**config.mk**
```make
export PLATFORM = sky130hd
export DESIGN_NAME = bypass_fault
export DESIGN_NICKNAME = d
export VERILOG_FILES = /design/src/bypass_fault_pkg.sv /design/src/bypass_fault.sv
export VERILOG_INCLUDE_DIRS = /design/src /design/src/src
export SDC_FILE = /design/constraint.sdc
export NUM_CORES = 1
export LEC_CHECK = 0
export ABC_AREA = 1
export BUFFER_PORTS_ARGS = -buffer_cell sky130_fd_sc_hd__buf_2
export CORE_MARGIN = 1.5
export CORE_UTILIZATION = 59
export CTS_BUF_LIST = sky130_fd_sc_hd__clkbuf_4
export DETAILED_ROUTE_END_ITERATION = 6
export GPL_ROUTABILITY_DRIVEN = 0
export GPL_TIMING_DRIVEN = 0
export PLACE_DENSITY_LB_ADDON = 0.05
export SLEW_MARGIN = 20
export SYNTH_ARGS = -nofsm -noshare
export SYNTH_HDL_FRONTEND = slang
export SYNTH_SLANG_ARGS = --single-unit
```
**constraint.sdc**
```tcl
create_clock -name sys_clk -period 2.6 [get_ports sys_clk]
set_clock_uncertainty 0.15 [all_clocks]
set_input_delay 0.13 -clock sys_clk [delete_from_list [all_inputs] [get_ports sys_clk]]
set_output_delay 0.13 -clock sys_clk [all_outputs]
set_load 0.02 [all_outputs]
```
**src/bypass_fault_defines.svh**
```systemverilog
// register offsets, field positions, codes and reset values of the mode and fault block
`ifndef BYPASS_FAULT_DEFINES_SVH
`define BYPASS_FAULT_DEFINES_SVH
// register offsets on the host register port
`define OFS_EVENT_FLAGS 8'h35
`define OFS_SENSOR_FAULT 8'h36
`define OFS_DEVICE_COND 8'h37
`define OFS_ALGO_STATE 8'h38
`define OFS_ERROR_CODE 8'h50
`define OFS_ALGO_SETTINGS 8'h54
`define OFS_MAG_RATE 8'h55
`define OFS_ACC_RATE 8'h56
`define OFS_GYR_RATE 8'h57
`define OFS_RESTART_REQ 8'h9b
`define OFS_BYPASS_STATE 8'h9e
`define OFS_BYPASS_SETTINGS 8'ha0
// command values and field positions
`define VAL_ENABLE 8'h01
`define VAL_DISABLE 8'h00
`define VAL_RESTART 8'h01
`define BIT_SLEEP_REQUEST 0
`define BIT_BYPASS_ENABLE 0
`define BIT_EV_RESTARTED 0
`define BIT_EV_ERROR 1
`define BIT_ROM_LOAD_FAIL 2
`define BIT_IDLE 3
`define SENSOR_NOACK_LSB 0
`define SENSOR_IDERR_LSB 4
// error codes
`define ERR_NONE 8'h00
`define ERR_BAD_RATE 8'h80
`define ERR_MATH 8'h30
`define ERR_MAG_INIT 8'h21
`define ERR_ACC_INIT 8'h22
`define ERR_GYR_INIT 8'h24
`define ERR_MAG_RATE 8'h11
`define ERR_ACC_RATE 8'h12
`define ERR_GYR_RATE 8'h14
// reset values
`define RST_BYTE 8'h00
`define RATE_LOST 8'h00
`endif

```
**src/bypass_fault_pkg.sv**
```systemverilog
// types used by the mode and fault block; its bench does not import them
package bypass_fault_pkg;
   // device operating states, one-hot
   typedef enum logic [4:0] {
      ST_UNPROGRAMMED = 5'b00001,
      ST_INITIALIZED = 5'b00010,
      ST_NORMAL = 5'b00100,
      ST_STANDBY = 5'b01000,
      ST_BYPASS = 5'b10000
   } dev_state_e;
   // kinds of software fault reported by the algorithm core
   typedef enum logic [3:0] {
      FK_NONE = 4'h0,
      FK_BAD_RATE = 4'h1,
      FK_MATH = 4'h2,
      FK_MAG_INIT = 4'h3,
      FK_ACC_INIT = 4'h4,
      FK_GYR_INIT = 4'h5,
      FK_MAG_RATE = 4'h6,
      FK_ACC_RATE = 4'h7,
      FK_GYR_RATE = 4'h8
   } fault_kind_e;
endpackage

```
**src/bypass_fault.sv**
```systemverilog
// mode control, i2c pass-through switch and fault status registers
`timescale 1ns/1ps
`include "bypass_fault_defines.svh"

module bypass_fault #(
   parameter int SENSORS = 3
) (
   input wire logic sys_clk,
   input wire logic nrst,
   // register port from the host i2c slave
   input wire logic reg_wr,
   input wire logic reg_rd,
   input wire logic [7:0] reg_addr,
   input wire logic [7:0] reg_wdata,
   output logic [7:0] reg_rdata,
   // host i2c bus pins, open drain
   input wire logic host_scl_i,
   input wire logic host_sda_i,
   output logic host_sda_o,
   output logic host_sda_oe,
   // sensor i2c bus pins, open drain
   input wire logic sensor_scl_i,
   input wire logic sensor_sda_i,
   output logic sensor_scl_o,
   output logic sensor_scl_oe,
   output logic sensor_sda_o,
   output logic sensor_sda_oe,
   // own bus engines when not in pass-through
   input wire logic slave_sda_oe,
   input wire logic master_scl_oe,
   input wire logic master_sda_oe,
   // events from the rest of the device
   input wire logic config_loaded,
   input wire logic rom_load_fail,
   input wire logic power_fault,
   input wire logic watchdog_fault,
   input wire logic [SENSORS-1:0] sensor_noack,
   input wire logic [SENSORS-1:0] sensor_id_bad,
   input wire logic fault_strobe,
   input wire logic [3:0] fault_kind,
   // mode outputs
   output logic algo_run,
   output logic sensors_on,
   output logic host_int,
   output logic bypass_active,
   output logic processor_restart
);

   bypass_fault_pkg::dev_state_e state_q, state_d;
   bypass_fault_pkg::dev_state_e prior_q;
   logic [7:0] event_flags_q;
   logic [SENSORS-1:0] noack_q;
   logic [SENSORS-1:0] idbad_q;
   logic rom_load_fail_flag_q;
   logic [7:0] error_code_q;
   logic [7:0] algorithm_settings_q;
   logic [7:0] bypass_settings_q;
   logic [7:0] rate_q [SENSORS];
   logic [7:0] reg_rdata_q;
   logic host_sda_oe_q, sensor_scl_oe_q, sensor_sda_oe_q;
   logic algo_run_q, sensors_on_q, host_int_q, bypass_q, restart_q;
   logic hw_fault, restart_cmd, wr_algo, wr_bypass, rd_event;
   logic [7:0] sensor_fault_flags, device_condition, algorithm_state, bypass_state;

   // maps a reported fault kind to the code shown to the host
   function automatic logic [7:0] code_of(input logic [3:0] kind);
      logic [7:0] c;
      c = `ERR_NONE;
      unique case (kind)
         bypass_fault_pkg::FK_BAD_RATE: c = `ERR_BAD_RATE;
         bypass_fault_pkg::FK_MATH: c = `ERR_MATH;
         bypass_fault_pkg::FK_MAG_INIT: c = `ERR_MAG_INIT;
         bypass_fault_pkg::FK_ACC_INIT: c = `ERR_ACC_INIT;
         bypass_fault_pkg::FK_GYR_INIT: c = `ERR_GYR_INIT;
         bypass_fault_pkg::FK_MAG_RATE: c = `ERR_MAG_RATE;
         bypass_fault_pkg::FK_ACC_RATE: c = `ERR_ACC_RATE;
         bypass_fault_pkg::FK_GYR_RATE: c = `ERR_GYR_RATE;
         default: c = `ERR_NONE; // unknown kinds read as no error
      endcase
      return c;
   endfunction

   // true when the address hits the given register, on a read or a write
   function automatic logic hit(input logic [7:0] addr, input logic [7:0] ofs);
      return addr == ofs;
   endfunction

   // decoded strobes
   assign hw_fault = rom_load_fail | power_fault | watchdog_fault;
   assign restart_cmd = reg_wr && hit(reg_addr, `OFS_RESTART_REQ)
      && reg_wdata == `VAL_RESTART;
   assign wr_algo = reg_wr && hit(reg_addr, `OFS_ALGO_SETTINGS);
   assign wr_bypass = reg_wr && hit(reg_addr, `OFS_BYPASS_SETTINGS);
   assign rd_event = reg_rd && hit(reg_addr, `OFS_EVENT_FLAGS);

   // status views assembled from state and sticky flags
   always_comb begin
      sensor_fault_flags = `RST_BYTE;
      sensor_fault_flags[`SENSOR_NOACK_LSB +: SENSORS] = noack_q;
      sensor_fault_flags[`SENSOR_IDERR_LSB +: SENSORS] = idbad_q;
      device_condition = `RST_BYTE;
      device_condition[`BIT_ROM_LOAD_FAIL] = rom_load_fail_flag_q;
      device_condition[`BIT_IDLE] = state_q == bypass_fault_pkg::ST_INITIALIZED
         || state_q == bypass_fault_pkg::ST_UNPROGRAMMED;
      algorithm_state = `RST_BYTE;
      algorithm_state[`BIT_SLEEP_REQUEST] = state_q == bypass_fault_pkg::ST_STANDBY;
      bypass_state = `RST_BYTE;
      bypass_state[`BIT_BYPASS_ENABLE] = state_q == bypass_fault_pkg::ST_BYPASS;
   end

   // next operating state; restart beats faults, faults beat host writes outside pass-through
   always_comb begin
      state_d = state_q;
      if (restart_cmd) begin
         state_d = bypass_fault_pkg::ST_UNPROGRAMMED;
      end else if (state_q == bypass_fault_pkg::ST_BYPASS) begin
         // faults in pass-through are recorded in prior_q, the host owns the bus
         if (wr_bypass && !reg_wdata[`BIT_BYPASS_ENABLE]) begin
            state_d = prior_q;
         end
      end else if (hw_fault) begin
         state_d = bypass_fault_pkg::ST_STANDBY;
      end else if (wr_bypass && reg_wdata[`BIT_BYPASS_ENABLE]) begin
         // normal operation refuses the request and keeps its state
         if (state_q != bypass_fault_pkg::ST_NORMAL) begin
            state_d = bypass_fault_pkg::ST_BYPASS;
         end
      end else if (wr_algo) begin
         if (reg_wdata[`BIT_SLEEP_REQUEST]) begin
            if (state_q != bypass_fault_pkg::ST_UNPROGRAMMED) begin
               state_d = bypass_fault_pkg::ST_STANDBY;
            end
         end else if (state_q == bypass_fault_pkg::ST_STANDBY) begin
            state_d = bypass_fault_pkg::ST_NORMAL;
         end
      end else if (config_loaded && state_q == bypass_fault_pkg::ST_UNPROGRAMMED) begin
         state_d = bypass_fault_pkg::ST_INITIALIZED;
      end
   end

   // state register
   always_ff @(posedge sys_clk or negedge nrst) begin
      if (!nrst) begin
         state_q <= bypass_fault_pkg::ST_UNPROGRAMMED;
      end else begin
         state_q <= state_d;
      end
   end

   // state held before pass-through; a fault meanwhile turns it to standby
   always_ff @(posedge sys_clk or negedge nrst) begin
      if (!nrst) begin
         prior_q <= bypass_fault_pkg::ST_UNPROGRAMMED;
      end else if (state_q != bypass_fault_pkg::ST_BYPASS) begin
         prior_q <= state_q;
      end else if (hw_fault) begin
         prior_q <= bypass_fault_pkg::ST_STANDBY;
      end
   end

   // algorithm settings; a hardware fault also raises the sleep request
   always_ff @(posedge sys_clk or negedge nrst) begin
      if (!nrst) begin
         algorithm_settings_q <= `RST_BYTE;
      end else if (restart_cmd) begin
         algorithm_settings_q <= `RST_BYTE;
      end else if (hw_fault) begin
         algorithm_settings_q[`BIT_SLEEP_REQUEST] <= 1'b1;
      end else if (wr_algo) begin
         algorithm_settings_q <= reg_wdata;
      end
   end

   // bypass settings keep the written value, refused or not
   always_ff @(posedge sys_clk or negedge nrst) begin
      if (!nrst) begin
         bypass_settings_q <= `RST_BYTE;
      end else if (restart_cmd) begin
         bypass_settings_q <= `RST_BYTE;
      end else if (wr_bypass) begin
         bypass_settings_q <= reg_wdata;
      end
   end

   // sensor rate settings; lost on a hardware fault, untouched by pass-through
   genvar gi;
   generate
      for (gi = 0; gi < SENSORS; gi++) begin : g_rate
         always_ff @(posedge sys_clk or negedge nrst) begin
            if (!nrst) begin
               rate_q[gi] <= `RST_BYTE;
            end else if (hw_fault) begin
               rate_q[gi] <= `RATE_LOST;
            end else if (reg_wr && hit(reg_addr, `OFS_MAG_RATE + 8'(gi))) begin
               rate_q[gi] <= reg_wdata;
            end
         end
      end
   endgenerate

   // event flags: hardware set wins over the clear by a read
   always_ff @(posedge sys_clk or negedge nrst) begin
      if (!nrst) begin
         event_flags_q <= `RST_BYTE;
      end else begin
         event_flags_q <= rd_event ? `RST_BYTE : event_flags_q;
         if (restart_q) begin
            event_flags_q[`BIT_EV_RESTARTED] <= 1'b1;
         end
         if (hw_fault || fault_strobe || |sensor_noack || |sensor_id_bad) begin
            event_flags_q[`BIT_EV_ERROR] <= 1'b1;
         end
      end
   end

   // sticky sensor faults, cleared only by a restart
   always_ff @(posedge sys_clk or negedge nrst) begin
      if (!nrst) begin
         noack_q <= '0;
         idbad_q <= '0;
      end else begin
         noack_q <= (restart_cmd ? '0 : noack_q) | sensor_noack;
         idbad_q <= (restart_cmd ? '0 : idbad_q) | sensor_id_bad;
      end
   end

   // rom load failure flag and latest software fault code
   always_ff @(posedge sys_clk or negedge nrst) begin
      if (!nrst) begin
         rom_load_fail_flag_q <= 1'b0;
         error_code_q <= `ERR_NONE;
      end else begin
         rom_load_fail_flag_q <= (rom_load_fail_flag_q && !restart_cmd) || rom_load_fail;
         if (fault_strobe) begin
            error_code_q <= code_of(fault_kind);
         end else if (restart_cmd) begin
            error_code_q <= `ERR_NONE;
         end
      end
   end

   // read data is captured at the read strobe, before any clear
   always_ff @(posedge sys_clk or negedge nrst) begin
      if (!nrst) begin
         reg_rdata_q <= `RST_BYTE;
      end else if (reg_rd) begin
         unique case (reg_addr)
            `OFS_EVENT_FLAGS: reg_rdata_q <= event_flags_q;
            `OFS_SENSOR_FAULT: reg_rdata_q <= sensor_fault_flags;
            `OFS_DEVICE_COND: reg_rdata_q <= device_condition;
            `OFS_ALGO_STATE: reg_rdata_q <= algorithm_state;
            `OFS_ERROR_CODE: reg_rdata_q <= error_code_q;
            `OFS_ALGO_SETTINGS: reg_rdata_q <= algorithm_settings_q;
            `OFS_MAG_RATE: reg_rdata_q <= rate_q[0];
            `OFS_ACC_RATE: reg_rdata_q <= rate_q[1];
            `OFS_GYR_RATE: reg_rdata_q <= rate_q[2];
            `OFS_BYPASS_STATE: reg_rdata_q <= bypass_state;
            `OFS_BYPASS_SETTINGS: reg_rdata_q <= bypass_settings_q;
            default: reg_rdata_q <= `RST_BYTE; // unmapped reads as zero
         endcase
      end
   end

   // pass-through switch; one flop of latency, fine for the 10 MHz clock
   // against standard and fast i2c, too slow for high-speed mode.
   // the sensor-to-host path ignores lows we drive ourselves to avoid latch-up
   always_ff @(posedge sys_clk or negedge nrst) begin
      if (!nrst) begin
         sensor_scl_oe_q <= 1'b0;
         sensor_sda_oe_q <= 1'b0;
         host_sda_oe_q <= 1'b0;
      end else if (state_d == bypass_fault_pkg::ST_BYPASS) begin
         sensor_scl_oe_q <= !host_scl_i;
         sensor_sda_oe_q <= !host_sda_i && !host_sda_oe_q;
         host_sda_oe_q <= !sensor_sda_i && !sensor_sda_oe_q;
      end else begin
         sensor_scl_oe_q <= master_scl_oe;
         sensor_sda_oe_q <= master_sda_oe;
         host_sda_oe_q <= slave_sda_oe;
      end
   end

   // mode outputs; interrupt is held off in pass-through and returns on exit
   always_ff @(posedge sys_clk or negedge nrst) begin
      if (!nrst) begin
         algo_run_q <= 1'b0;
         sensors_on_q <= 1'b0;
         host_int_q <= 1'b0;
         bypass_q <= 1'b0;
         restart_q <= 1'b0;
      end else begin
         algo_run_q <= state_d == bypass_fault_pkg::ST_NORMAL;
         sensors_on_q <= state_d == bypass_fault_pkg::ST_NORMAL;
         // next state, so the interrupt drops on the same edge that pass-through starts
         host_int_q <= |event_flags_q && !rd_event
            && state_d != bypass_fault_pkg::ST_BYPASS;
         bypass_q <= state_d == bypass_fault_pkg::ST_BYPASS;
         restart_q <= restart_cmd;
      end
   end

   assign reg_rdata = reg_rdata_q;
   // open-drain pins only ever drive low
   assign host_sda_o = 1'b0;
   assign sensor_scl_o = 1'b0;
   assign sensor_sda_o = 1'b0;
   assign host_sda_oe = host_sda_oe_q;
   assign sensor_scl_oe = sensor_scl_oe_q;
   assign sensor_sda_oe = sensor_sda_oe_q;
   assign algo_run = algo_run_q;
   assign sensors_on = sensors_on_q;
   assign host_int = host_int_q;
   assign bypass_active = bypass_q;
   assign processor_restart = restart_q;

endmodule

```
==> results by stage <==
Floorplanning:
- The floorplan step set the die height to 87.30 um.
- The placement row count is 30.
- Measured along the x axis, the die boundary spans 87.30 um.
- The die covers 7621 um^2.
- After floorplanning, the core was sized to cover 6832 um^2.
- For this configuration, the core starts out at a cell density of 61.37%.
- For this design the top-level I/O count stands at 61.

Setup path:
- On the critical path, the stage with the largest delay is an instance of sky130_fd_sc_hd__dlygate4sd3_1.
- The type of origin of the critical path is an input port.
- The worst setup path is captured at a register.
- Data on the critical path arrives at its endpoint at 2.46 ns.
- Walking the worst path, the cells encountered are dlygate4sd3_1 -> buf_2 -> inv_1 -> nand3_1 -> nor2_1 -> nand3_2 -> inv_1 -> o32ai_1 -> dlygate4sd3_1.
- The critical path is of the in2reg type.
- The buffers plus inverters on the worst setup path is 5.
- The biggest fanout along the worst timing path is 9.
- For the worst setup path, the data required time is 2.76 ns.
- In this design, the stage delay of the slowest critical-path cell is 0.56 ns.
- On the critical path the largest part of the delay comes from buffers and inverters.

Cells and area:
- The layout has 567 filler cells.
- In the final design database the tool counted 685 nets.
- The finished cells cover 5075 um^2.
- The share of the core filled with cells in the final layout is 74.29%.
- The fraction of layout cells with a size suffix above 1 is 17.57%.
- The diode insertion count for antenna repair is 0.
- Compared with the post-synthesis result, the final layout area differs by 21.04%.

Logic synthesis:
- Summed over its instances, the top area cell type makes up 46.55% of the synthesized netlist area.
- After synthesis, the netlist uses 45 different library cells.
- The synthesized design spends more area on one cell type than any other, namely sky130_fd_sc_hd__dfrtp_1.
- A synthesized cell averages 7.793 um^2.
- The synthesized design contains 0 enable-type register cells.
- The commonest cells after synthesis are sky130_fd_sc_hd__nand2_1, sky130_fd_sc_hd__dfrtp_1, sky130_fd_sc_hd__inv_1, sky130_fd_sc_hd__o21ai_0, sky130_fd_sc_hd__nor2_1.
- The most instantiated library cell after synthesis is sky130_fd_sc_hd__nand2_1.
- By area the synthesized netlist is led by sky130_fd_sc_hd__dfrtp_1, sky130_fd_sc_hd__nand2_1, sky130_fd_sc_hd__inv_1.
- The sequential cell area fraction in the yosys report is 47.81%.
- The cell count after synthesis is 538.
- The number of storage elements in the synthesis netlist is 80.
- The share of synthesized registers carrying an async set or reset is 100.0%.
- During synthesis, Yosys emitted a total of 0 warnings.
- Among all flip-flop cells after synthesis, the most frequent one is sky130_fd_sc_hd__dfrtp_1.
- The summed instance area of the synthesized netlist is 4193 um^2.

Timing:
- The final-report max-slew violation count was 0.
- The total negative setup slack is 0 ns.
- The routed design could run at a clock period as short as 2.301 ns.
- After layout, the worst setup slack is 0.2992 ns.
- The share of the clock period used by the worst path after layout is 88.49%.
- The highest attainable clock frequency is 434.6 MHz.
- The number of hold-slack violations in the final timing report is 0.
- Setup violations remaining at the end of the flow were counted as 0.
- Setup repair after global routing left no endpoint under its margin.

Flow run:
- The total of max-cap violations is 0.

CTS:
- The clock net sink count is 80.
- The clock tree from TritonCTS is built.
- The hold buffer count at cts is 32.
- The tree is rooted in a sky130_fd_sc_hd__clkbuf_4.
- In this run the number of H-tree levels came out at 3.
- The post-cts sizing count is 0.
- No sink is reached through more buffers than the 2 on the longest clock path.
- The clock reaches the later pin of the worst-skew pair after 0.43 ns.
- The number of clock buffers added by TritonCTS is 9.
- The post-CTS setup buffer count is 0.
- The clock transition at the register clock pins on the worst setup and hold paths after CTS is 0.12 ns.

Global route:
- Entering global routing, the biggest net connects 56 pins.
- The leftover overflow at the end of global routing is 0.
- The global-route usage over all layers is 30.85%.
- The via count of the first global-routing pass was 3687.
- The initial antenna violation count is 0.
- The wire length of the first global-routing pass is 17770 um.

Power and ir drop:
- VDD sags by at most 0.0003741 V.
- For this design the static power due to leakage is 2.624 nW.
- The total power per unit cell area is 442.8 nW/um^2.

Detailed routing:
- After detailed routing, the average wire length per cell comes to 14.91 um.
- The post-route DRC violation count is 0.
- The final route contains 3986 vias.
- Using the TritonRoute via totals, the vias-per-cell ratio works out to 5.394.
- Before antenna repair, the detailed router went through 5 iterations.
- The detail route stage leaves a number of antenna-violating nets equal to 0.
- The DRC marker count from the first detailed-route iteration is 305.
- The routed wire length is 11020 um.

Placed design:
- The total of buffers placed on input and output ports is 55.
- The setup slack at placement is 0.5327 ns.
- The cell area reported after detailed placement is 4626 um^2.
- The wire-length estimate of the detail-placed layout is 8039 um.

Min path:
- The worst min-delay path category is in2reg.

Run status:
- The flow ran to the end, and the final reports show no timing, DRC or antenna violations.
==> registers in the layout, indices dropped and copies added (netlist names), 2 cells and up <==
name                  cells
noack_q                   3
error_code_q              6
algorithm_settings_q      8
event_flags_q             2
prior_q                   5
reg_rdata                 8
idbad_q                   3
rate_q                   24
state_q                   5
bypass_settings_q         8
==> layout make-up <==
cell class	count	area, um^2	area share, %
buffer	14	92.59	1.824
clock buffer	9	67.56	1.331
clock inverter	6	61.31	1.208
inverter	83	311.5	6.139
multi-input combinational	363	1792	35.31
sequential	80	2004	39.50
tap	96	120.1	2.367
timing repair buffer	88	625.6	12.33
==> layer usage <==
| metal | wire (um) | global-route usage, % | up-vias |
|---|---|---|---|
| li1 | - | - | 1924 |
| met4 | 241 | 12.12 | 0 |
| met1 | 5043 | 43.75 | 1877 |
| met5 | 0 | 0 | - |
| met2 | 4974 | 46.64 | 163 |
| met3 | 756 | 6.066 | 22 |
==> logic make-up after synthesis <==
logic type | Yosys count | synth area share [%]
AO/OA/AOI/OAI | 86 | 11.82
XOR/XNOR | 1 | 0.2089
buffers and inverters | 97 | 9.639
adder cells (fa/ha/maj) | 4 | 1.194
other | 1 | 0.08944
flip-flops | 80 | 47.81
AND/OR/NAND/NOR | 269 | 29.25
==> cell usage in the layout (no fill, tap or decap), types with 2 or more instances in the layout <==
cell type,count
sky130_fd_sc_hd__o21ai_0,40
sky130_fd_sc_hd__nor2_2,2
sky130_fd_sc_hd__inv_2,7
sky130_fd_sc_hd__nand3_2,4
sky130_fd_sc_hd__buf_6,2
sky130_fd_sc_hd__nand2_1,163
sky130_fd_sc_hd__dfrtp_1,78
sky130_fd_sc_hd__nand4_1,10
sky130_fd_sc_hd__buf_2,58
sky130_fd_sc_hd__nand3_1,23
sky130_fd_sc_hd__nand3_4,2
sky130_fd_sc_hd__nor2_4,7
sky130_fd_sc_hd__a21o_1,2
sky130_fd_sc_hd__nor3_1,8
sky130_fd_sc_hd__buf_4,6
sky130_fd_sc_hd__clkbuf_1,2
sky130_fd_sc_hd__nand2_2,3
sky130_fd_sc_hd__a21oi_1,12
sky130_fd_sc_hd__dlygate4sd3_1,32
sky130_fd_sc_hd__clkbuf_4,9
sky130_fd_sc_hd__clkinv_1,4
sky130_fd_sc_hd__nor4_1,4
sky130_fd_sc_hd__a221oi_1,3
sky130_fd_sc_hd__o22ai_1,8
sky130_fd_sc_hd__clkinvlp_4,3
sky130_fd_sc_hd__or2_2,2
sky130_fd_sc_hd__conb_1,3
sky130_fd_sc_hd__ha_1,4
sky130_fd_sc_hd__inv_1,73
sky130_fd_sc_hd__dfstp_2,2
sky130_fd_sc_hd__nor2_1,37
sky130_fd_sc_hd__o21ai_1,8
sky130_fd_sc_hd__a211oi_1,3
sky130_fd_sc_hd__o31ai_1,2
==> through the flow <==
stage / total power (W) / hold slack (ns) / std cells
after floorplan: 0.001415 / -0.3156 / 540
after global placement: 0.001510 / 0.1738 / 691
after detailed placement: 0.001521 / -0.08263 / 692
after CTS: 0.002249 / 0.001640 / 739
after global routing: 0.002343 / 0.03064 / 739
final: 0.002247 / 0.01935 / 739
==> worst paths after layout <==
check                          startpoint                      end  slack (ns)  cells past startpoint
setup / recovery             reg_wdata[6]          error_code_q[7]        0.30                      9
hold / removal             watchdog_fault         event_flags_q[1]        0.02                      4
setup reg to reg               state_q[2]              host_sda_oe        0.50                     14
hold reg to reg              reg_rdata[0]             reg_rdata[0]        0.34                      2
max in group asynchronous            nrst     bypass_settings_q[6]        0.78                      4
min in group asynchronous            nrst  algorithm_settings_q[1]        0.52                      3
==> worst min-delay path: stages <==
cell and delay (ns):
sky130_fd_sc_hd__buf_2 0.08, sky130_fd_sc_hd__nor3_1 0.04, sky130_fd_sc_hd__buf_2 0.19, sky130_fd_sc_hd__nand4_1 0.11
==> power breakdown <==
group | leakage [nW] | total, W | internal (W) | switching (W)
Combinational | 1.55 | 0.000248 | 0.000102 | 0.000146
Clock | 0.0615 | 0.000708 | 0.000283 | 0.000425
Sequential | 1.01 | 0.00129 | 0.00127 | 0.0000162
Note: power is estimated with default switching activity, not from simulation.
